## config.mk

```make
export PLATFORM = sky130hd
export DESIGN_NAME = dprc_port_ctrl
export DESIGN_NICKNAME = d
export VERILOG_FILES = /design/src/pkg/dprc_pkg.sv /design/src/design/dprc_port_ctrl.sv /design/src/design/dprc_timer.sv
export VERILOG_INCLUDE_DIRS = /design/src /design/src/pkg
export SDC_FILE = /design/constraint.sdc
export NUM_CORES = 1
export LEC_CHECK = 0
export ABC_AREA = 0
export BUFFER_PORTS_ARGS = -buffer_cell sky130_fd_sc_hd__buf_4
export CAP_MARGIN = 5
export CELL_PAD_IN_SITES_DETAIL_PLACEMENT = 1
export CELL_PAD_IN_SITES_GLOBAL_PLACEMENT = 1
export CORE_ASPECT_RATIO = 1.1
export CORE_MARGIN = 3
export CORE_UTILIZATION = 44
export CTS_CLUSTER_DIAMETER = 150
export DETAILED_ROUTE_END_ITERATION = 16
export PLACE_DENSITY = 0.84
export SETUP_SLACK_MARGIN = 0.1
export SLEW_MARGIN = 20
export SYNTH_ARGS = -nofsm -noshare
export SYNTH_HDL_FRONTEND = slang
export SYNTH_SLANG_ARGS = --single-unit
export TNS_END_PERCENT = 5
```

## constraint.sdc

```tcl
create_clock -name core_clk -period 5.45 [get_ports core_clk]
set_input_delay 0.8175 -clock core_clk [delete_from_list [all_inputs] [get_ports core_clk]]
set_output_delay 0.8175 -clock core_clk [all_outputs]
set_load 0.02 [all_outputs]
```

## src/pkg/dprc_defs.svh

```systemverilog
// constants for the dual-port ram port controller
// assumes one 125 MHz core clock; times are in ns and rounded up to cycles
`ifndef DPRC_DEFS_SVH
`define DPRC_DEFS_SVH

`define DPRC_ADDR_W      13
`define DPRC_DATA_W      8
`define DPRC_MBOX_LEFT   13'h1ffe
`define DPRC_MBOX_RIGHT  13'h1fff
`define DPRC_SEM_COUNT   4'h8
`define DPRC_SEM_IDX_W   3

`define DPRC_CLK_NS      8
`define DPRC_T_BSY_NS    30
`define DPRC_T_ACC_NS    55
`define DPRC_T_REC_NS    10
`define DPRC_SYNC_CYC    2

`define DPRC_CYC(ns)     (((ns) + `DPRC_CLK_NS - 1) / `DPRC_CLK_NS)
`define DPRC_BSY_CYC     `DPRC_CYC(`DPRC_T_BSY_NS)
`define DPRC_ACC_CYC     (`DPRC_CYC(`DPRC_T_ACC_NS) + `DPRC_SYNC_CYC)
`define DPRC_REC_CYC     `DPRC_CYC(`DPRC_T_REC_NS)

`endif

```

## src/pkg/dprc_pkg.sv

```systemverilog
// types shared by the port controller files
// assumes nothing beyond the defines header
package dprc_pkg;

    typedef enum logic [3:0] {
        DPRC_ST_IDLE   = 4'b0001,
        DPRC_ST_SETUP  = 4'b0010,
        DPRC_ST_STROBE = 4'b0100,
        DPRC_ST_RECOV  = 4'b1000
    } dprc_state_t;

    typedef enum logic [1:0] {
        DPRC_OP_RD     = 2'h0,
        DPRC_OP_WR     = 2'h1,
        DPRC_OP_SEM_RD = 2'h2,
        DPRC_OP_SEM_WR = 2'h3
    } dprc_op_t;

endpackage : dprc_pkg

```

## src/design/dprc_port_ctrl.sv

```systemverilog
// controller driving one port of a dual-port ram with mailbox and semaphores
// assumes the ram pins are asynchronous; wire tristate is resolved outside
//
// What this block does
// - right port reads 1fff to clear its flag; device deasserts it.
// - in slave mode hold busy high normally, low to block writes.
// - depth expansion: external and of busy outputs.
// - width expansion: one master, others take its busy as inhibit.
// - hold address and select until busy settles before write pulse.
`timescale 1ns/1ns
`include "dprc_defs.svh"
module dprc_port_ctrl
import dprc_pkg::*;
#(
    parameter bit PORT_IS_LEFT = 1'b1
)
(
    input  wire logic                      core_clk,
    input  wire logic                      reset_n,
    // user side
    input  wire logic                      req_valid,
    output logic                           req_ready,
    input  wire logic [1:0]                req_op,
    input  wire logic [`DPRC_ADDR_W-1:0]   req_addr,
    input  wire logic [`DPRC_DATA_W-1:0]   req_wdata,
    output logic                           resp_valid,
    output logic [`DPRC_DATA_W-1:0]        resp_rdata,
    output logic                           resp_collided,
    output logic                           init_done,
    output logic                           mailbox_irq,
    input  wire logic                      write_inhibit,
    input  wire logic                      master_mode,
    // ram pins
    output logic [`DPRC_ADDR_W-1:0]        mem_addr,
    output logic                           mem_select_n,
    output logic                           semaphore_select_n,
    output logic                           rw_n,
    output logic                           oe_n,
    output logic [`DPRC_DATA_W-1:0]        data_out,
    output logic                           data_oe,
    input  wire logic [`DPRC_DATA_W-1:0]   data_in,
    input  wire logic                      busy_in_n,
    output logic                           busy_out_n,
    output logic                           busy_oe,
    input  wire logic                      port_mailbox_irq_n
);
    localparam logic [`DPRC_ADDR_W-1:0] MBOX_OWN =
        PORT_IS_LEFT ? `DPRC_MBOX_LEFT : `DPRC_MBOX_RIGHT;

    function automatic logic is_write(input logic [1:0] op);
        is_write = (op == DPRC_OP_WR) || (op == DPRC_OP_SEM_WR);
    endfunction : is_write

    function automatic logic is_sem(input logic [1:0] op);
        is_sem = (op == DPRC_OP_SEM_RD) || (op == DPRC_OP_SEM_WR);
    endfunction : is_sem

    // --------------------------------------------------------------
    // pin synchronisers
    // --------------------------------------------------------------
    logic [`DPRC_DATA_W-1:0] din_s1_r, din_s2_r;
    logic [2:0]              ctl_s1_r, ctl_s2_r;
    logic                    busy_s, irq_s, mode_s;

    always_ff @(posedge core_clk or negedge reset_n)
    begin
        if (!reset_n)
        begin
            din_s1_r <= 8'h00;
            din_s2_r <= 8'h00;
            // mode reads as master until known: never drive busy blind
            ctl_s1_r <= 3'h7;
            ctl_s2_r <= 3'h7;
        end
        else
        begin
            din_s1_r <= data_in;
            din_s2_r <= din_s1_r;
            ctl_s1_r <= {master_mode, port_mailbox_irq_n, busy_in_n};
            ctl_s2_r <= ctl_s1_r;
        end
    end

    // deep arrays present the and of all master busy outputs here
    assign busy_s = ctl_s2_r[0];
    assign irq_s  = ctl_s2_r[1];
    assign mode_s = ctl_s2_r[2];

    // --------------------------------------------------------------
    // access sequencer
    // --------------------------------------------------------------
    dprc_state_t             state_r, state_nxt;
    logic [1:0]              op_r, op_nxt;
    logic [`DPRC_ADDR_W-1:0] addr_r, addr_nxt;
    logic [`DPRC_DATA_W-1:0] dout_r, dout_nxt, rdata_r, rdata_nxt;
    logic ce_n_r, ce_n_nxt, sem_n_r, sem_n_nxt, rw_n_r, rw_n_nxt;
    logic oe_n_r, oe_n_nxt, doe_r, doe_nxt, rv_r, rv_nxt;
    logic coll_r, coll_nxt, rdy_r, rdy_nxt;
    logic bsy_o_r, bsy_o_nxt, bsy_oe_r, bsy_oe_nxt, irq_r, irq_nxt;
    logic [3:0] init_r, init_nxt;
    logic       done_r, done_nxt;
    logic       tload;
    logic [3:0] tval;
    logic       tdone;
    logic       init_busy;

    dprc_timer u_timer
    (
        .core_clk (core_clk),
        .reset_n  (reset_n),
        .load     (tload),
        .load_val (tval),
        .done     (tdone)
    );

    // init: release all semaphores, then read own mailbox
    assign init_busy = (init_r <= `DPRC_SEM_COUNT);

    always_comb
    begin
        state_nxt  = state_r;
        op_nxt     = op_r;
        addr_nxt   = addr_r;
        dout_nxt   = dout_r;
        rdata_nxt  = rdata_r;
        ce_n_nxt   = ce_n_r;
        sem_n_nxt  = sem_n_r;
        rw_n_nxt   = rw_n_r;
        oe_n_nxt   = oe_n_r;
        doe_nxt    = doe_r;
        rv_nxt     = 1'b0;
        coll_nxt   = coll_r;
        init_nxt   = init_r;
        done_nxt   = !init_busy;
        rdy_nxt    = 1'b0;
        tload      = 1'b0;
        tval       = 4'h1;
        // slave mode: host owns the busy pin as write inhibit
        bsy_oe_nxt = !mode_s;
        bsy_o_nxt  = !write_inhibit;
        irq_nxt    = !irq_s;
        unique case (state_r)
            DPRC_ST_IDLE:
            begin
                if (init_busy || (req_valid && rdy_r))
                begin
                    if (init_busy)
                    begin
                        op_nxt   = (init_r == `DPRC_SEM_COUNT) ?
                                   DPRC_OP_RD : DPRC_OP_SEM_WR;
                        addr_nxt = (init_r == `DPRC_SEM_COUNT) ? MBOX_OWN :
                                   {10'h000, init_r[2:0]};
                        dout_nxt = 8'hff;
                    end
                    else
                    begin
                        op_nxt   = req_op;
                        addr_nxt = is_sem(req_op) ?
                                   {10'h000, req_addr[2:0]} : req_addr;
                        dout_nxt = is_sem(req_op) ?
                                   {8{req_wdata[0]}} : req_wdata;
                    end
                    ce_n_nxt  = init_busy ? (init_r != `DPRC_SEM_COUNT) :
                                is_sem(req_op);
                    sem_n_nxt = !ce_n_nxt;
                    coll_nxt  = 1'b0;
                    tload     = 1'b1;
                    // address and select settle before any strobe
                    tval      = 4'(`DPRC_BSY_CYC);
                    state_nxt = DPRC_ST_SETUP;
                end
                else
                    rdy_nxt = !init_busy;
            end
            DPRC_ST_SETUP:
            begin
                if (tdone)
                begin
                    tload = 1'b1;
                    // semaphores never collide, so busy is ignored there
                    if (mode_s && !busy_s && !is_sem(op_r))
                    begin
                        coll_nxt = 1'b1;
                        tval     = 4'h1;
                    end
                    else
                    begin
                        rw_n_nxt  = !is_write(op_r);
                        oe_n_nxt  = is_write(op_r);
                        doe_nxt   = is_write(op_r);
                        tval      = 4'(`DPRC_ACC_CYC);
                        state_nxt = DPRC_ST_STROBE;
                    end
                end
            end
            DPRC_ST_STROBE:
            begin
                if (tdone)
                begin
                    if (op_r == DPRC_OP_SEM_RD)
                        rdata_nxt = {8{din_s2_r[0]}};
                    else if (op_r == DPRC_OP_RD)
                        rdata_nxt = din_s2_r;
                    rw_n_nxt  = 1'b1;
                    // drop oe and select so the next semaphore read relatches
                    oe_n_nxt  = 1'b1;
                    ce_n_nxt  = 1'b1;
                    sem_n_nxt = 1'b1;
                    tload     = 1'b1;
                    tval      = 4'(`DPRC_REC_CYC);
                    state_nxt = DPRC_ST_RECOV;
                end
            end
            DPRC_ST_RECOV:
            begin
                if (tdone)
                begin
                    doe_nxt = 1'b0;
                    if (init_busy)
                        init_nxt = init_r + 4'h1;
                    else
                        rv_nxt = 1'b1;
                    state_nxt = DPRC_ST_IDLE;
                end
            end
            default:
                state_nxt = DPRC_ST_IDLE;
        endcase
    end

    always_ff @(posedge core_clk or negedge reset_n)
    begin
        if (!reset_n)
        begin
            state_r  <= DPRC_ST_IDLE;
            op_r     <= DPRC_OP_RD;
            addr_r   <= 13'h0000;
            dout_r   <= 8'h00;
            rdata_r  <= 8'h00;
            ce_n_r   <= 1'b1;
            sem_n_r  <= 1'b1;
            rw_n_r   <= 1'b1;
            oe_n_r   <= 1'b1;
            doe_r    <= 1'b0;
            rv_r     <= 1'b0;
            coll_r   <= 1'b0;
            init_r   <= 4'h0;
            done_r   <= 1'b0;
            rdy_r    <= 1'b0;
            bsy_o_r  <= 1'b1;
            bsy_oe_r <= 1'b0;
            irq_r    <= 1'b0;
        end
        else
        begin
            state_r  <= state_nxt;
            op_r     <= op_nxt;
            addr_r   <= addr_nxt;
            dout_r   <= dout_nxt;
            rdata_r  <= rdata_nxt;
            ce_n_r   <= ce_n_nxt;
            sem_n_r  <= sem_n_nxt;
            rw_n_r   <= rw_n_nxt;
            oe_n_r   <= oe_n_nxt;
            doe_r    <= doe_nxt;
            rv_r     <= rv_nxt;
            coll_r   <= coll_nxt;
            init_r   <= init_nxt;
            done_r   <= done_nxt;
            rdy_r    <= rdy_nxt;
            bsy_o_r  <= bsy_o_nxt;
            bsy_oe_r <= bsy_oe_nxt;
            irq_r    <= irq_nxt;
        end
    end

    assign req_ready          = rdy_r;
    assign resp_valid         = rv_r;
    assign resp_rdata         = rdata_r;
    assign resp_collided      = coll_r;
    assign init_done          = done_r;
    assign mailbox_irq        = irq_r;
    assign mem_addr           = addr_r;
    assign mem_select_n       = ce_n_r;
    assign semaphore_select_n = sem_n_r;
    assign rw_n               = rw_n_r;
    assign oe_n               = oe_n_r;
    assign data_out           = dout_r;
    assign data_oe            = doe_r;
    assign busy_out_n         = bsy_o_r;
    assign busy_oe            = bsy_oe_r;
endmodule : dprc_port_ctrl

```

## src/design/dprc_timer.sv

```systemverilog
// down-counting phase timer for the port controller
// assumes load values of at least one cycle
`timescale 1ns/1ns
module dprc_timer
(
    input  wire logic       core_clk,
    input  wire logic       reset_n,
    input  wire logic       load,
    input  wire logic [3:0] load_val,
    output logic            done
);
    logic [3:0] cnt_r;
    logic [3:0] cnt_nxt;

    always_comb
    begin
        cnt_nxt = cnt_r;
        if (load)
            cnt_nxt = load_val;
        else if (cnt_r != 4'h0)
            cnt_nxt = cnt_r - 4'h1;
    end

    always_ff @(posedge core_clk or negedge reset_n)
    begin
        if (!reset_n)
            cnt_r <= 4'h0;
        else
            cnt_r <= cnt_nxt;
    end

    // pure count decode: folding load in here loops through the sequencer
    assign done = (cnt_r == 4'h1);

endmodule : dprc_timer

```

==> results.py <==
metrics = {
    "outcome": {
        "run_status": "complete, no violations",
    },
    "logic_synthesis": {
        "synth_top_area_share_pct": 53.08,
        "synth_compound_area_share_pct": 15.56,
        "yosys.area_share.simple_pct": 13.96,
        "synth-edff-count": 0,
        "yosysSeqAreaShare_pct": 63.37,
        "synthCells": 270,
        "synthXorXnorAreaFrac_pct": 1.143,
        "synthMuxAreaShare_pct": 0.3675,
        "async_flop_share_pct": 100.0,
        "yosysUniqueCellTypes": 45,
        "synth_top_family_by_area": "compound AO/OA/AOI/OAI gates",
        "synth_common_cells": "dfrtp_1 (65), a21oi_1 (30), nand2_1 (23)",
        "synthMostInstantiatedCell": "dfrtp_1",
        "synth_area_sq_mm": 0.003064,
        "synth_nets": 313,
        "synth_area_leaders": "dfrtp_1 (53%), dfstp_2 (10%), a21oi_1 (4.9%), nand2_1 (2.8%), o21ai_0 (2.8%)",
        "syn_area_per_cell_sq_um": 11.35,
        "ys.flop_type": "dfrtp_1",
        "ys_ff_latch": 77,
        "synth_fa_ha_area_share_pct": 2.042,
        "ys_warn_count": 0,
        "synth_top_cell_by_area": "dfrtp_1",
    },
    "setup_path": {
        "critPathSlowestCell": "o31a_1",
        "critPathMaxStageDelay_ns": 0.80,
        "worstPathRequired_ns": 5.68,
        "crit_arrival_ns": 2.76,
        "cp-start-kind": "flip-flop",
        "crit_chain": "nor4b_1 > o31a_1 > o211ai_1 > o21a_1",
        "cp-end-kind": "flip-flop",
        "worstPathMaxFanout": 22,
        "setup.worst_path.class": "reg -> reg",
    },
    "final_layout": {
        "nFillCells": 765,
        "layout.cells.non_filler": 434,
        "utilization_pct": 58.21,
        "layout-drive-gt1-share_pct": 31.82,
        "antenna_cells": 0,
        "synthToLayoutAreaGrowth_pct": 26.75,
        "fin_nets": 390,
    },
    "die": {
        "die_area_sq_mm": 0.008002,
        "die_w_um": 85.57,
        "core_sq_mm": 0.006671,
        "die_h_um": 93.53,
        "rows": 31,
        "ios": 79,
        "initial_core_util_pct": 45.93,
    },
    "clocking": {
        "cts_tree": "built",
        "postCtsSetupRepairBufs": 0,
        "clock_latency_ns": 0.34,
        "htreeDepth": 3,
        "root_buffer": "clkbuf_8",
        "clk_pin_slew_ns": 0.09,
        "clockBufferDepth": 2,
        "cts_resized": 0,
        "postCtsHoldBufs": 0,
        "cts_made_buffers": 9,
        "cts.sinks": 77,
    },
    "grt": {
        "grtUsageTotal_pct": 19.51,
        "grt_pass1_vias": 2424,
        "grt.overflow.total": 0,
        "grt_max_degree": 78,
        "grt_pass1_wl_mm": 12.14,
        "antenna_found_initial": 0,
    },
    "detailed_routing": {
        "drt_iter0_markers": 130,
        "drt.antenna.violating_nets": 0,
        "wl_mm": 7.485,
        "drtPass1Iterations": 4,
        "wl_per_cell_um": 17.25,
        "routed_via_density": 5.304,
        "vias": 2302,
        "post-route-drc-count": 0,
    },
    "sta": {
        "period_needed_ns": 2.529,
        "rsz0062_at_grt": "false",
        "setup_slack_ns": 2.921,
        "finalCritPeriodShare_pct": 46.41,
        "final_hold_viol_count": 0,
        "slew_headroom_pct": 36.62,
        "drv_slew": 0,
        "final-setup-viol-count": 0,
        "finalSetupTns_ns": 0,
        "fin_skew_ns": 0.01457,
        "tightest_slew_ns": 0.9507,
        "max_freq_ghz": 0.3954,
    },
    "placed_design": {
        "dp.cells": 417,
        "place_ws_ns": 2.816,
        "portBuffers": 78,
        "gp_congestion": 0.8006,
        "hpwl_mm": 5.370,
    },
    "power_and_ir_drop": {
        "p_leak_nw": 1.785,
        "p_per_area_mw_per_mm2": 260.8,
        "ir_drop_v": 0.0001330,
    },
    "run": {
        "maxCapViolCount": 0,
    },
    "worst_hold_path": {
        "hold_class": "reg -> reg",
    },
}
==> stage by stage <==
stage | total power [mW] | cell area, sq um | hold slack (ns)
floorplan | 0.6011 | 3064 | 0.3312
global placement | 0.6355 | 3699 | 0.3326
detailed placement | 0.6382 | 3699 | 0.3396
CTS | 1.026 | 3872 | 0.3520
global route | 1.054 | 3884 | 0.3595
finish | 1.013 | 3884 | 0.3498
==> cells by family after synthesis <==
family | Yosys count
flip-flops | 77
adder cells (fa/ha/maj) | 5
AND/OR/NAND/NOR | 81
multiplexers | 1
XOR/XNOR | 4
buffers and inverters | 24
AO/OA/AOI/OAI | 78
==> worst paths after layout <==
kind / startpoint / to / slack [ns] / depth (start not counted)
worst max register to register: state_r[0] / mem_addr[0] / 2.92 / 4
worst min-delay path: ctl_s1_r[2] / ctl_s2_r[2] / 0.35 / 0
worst max-delay path: state_r[0] / mem_addr[0] / 2.92 / 4
worst min register to register: ctl_s1_r[2] / ctl_s2_r[2] / 0.35 / 0
max in group asynchronous: reset_n / u_timer.cnt_r[1] / 4.22 / 1
min in group asynchronous: reset_n / resp_rdata[4] / 0.62 / 1
==> layout by cell type, fill, tap and decap left out, drive strengths merged, types with 4 or more instances in the layout <==
master / n
o21ai: 19
ha: 5
nand2b: 9
nand2: 23
buf: 79
nor2b: 5
a31oi: 9
dfrtp: 65
dfstp: 12
nor3b: 4
a21oi: 30
xnor2: 4
nor2: 21
clkbuf: 10
inv: 13
nor3: 4
==> registers in the layout, indices dropped and copies added (netlist names), 2 cells and up <==
signal         cells
din_s1_r           8
state_r            4
op_r               2
mem_addr          13
resp_rdata         8
data_out           8
ctl_s1_r           3
ctl_s2_r           3
init_r             4
u_timer.cnt_r      4
din_s2_r           8
==> final cells by class <==
| type | count | area (sq um) | share of cell area [%] |
|---|---|---|---|
| Sequential cell | 77 | 1942 | 50.00 |
| Timing Repair Buffer | 79 | 596.8 | 15.37 |
| Inverter | 11 | 41.29 | 1.063 |
| Clock inverter | 6 | 46.29 | 1.192 |
| Clock buffer | 10 | 127.6 | 3.286 |
| Tap cell | 82 | 102.6 | 2.642 |
| Multi-Input combinational cell | 169 | 1027 | 26.45 |
==> critical path: cells and delay by family, from the launching register on <==
kind / cells / cell delay [ns]
AND/OR/NAND/NOR: 1 / 0.68
AO/OA/AOI/OAI: 3 / 1.14
flip-flops: 1 / 0.61
==> metal layers <==
metal | share of wire, % | up-vias | track usage, %
met1 | 41 | 1161 | 24.19
met5 | 0 | - | 0
met4 | 1.8 | 0 | 7.784
met3 | 3.1 | 10 | 2.731
li1 | - | 1086 | -
met2 | 54 | 45 | 34.13
==> where the power goes <==
| part | switching (mW) | leakage [nW] | internal (mW) |
|---|---|---|---|
| registers | 0.00348 | 0.926 | 0.582 |
| logic | 0.0193 | 0.776 | 0.0205 |
| clock network | 0.219 | 0.0833 | 0.169 |
| total | 0.241 | 1.79 | 0.772 |
Power figures use the tool's default switching activity.
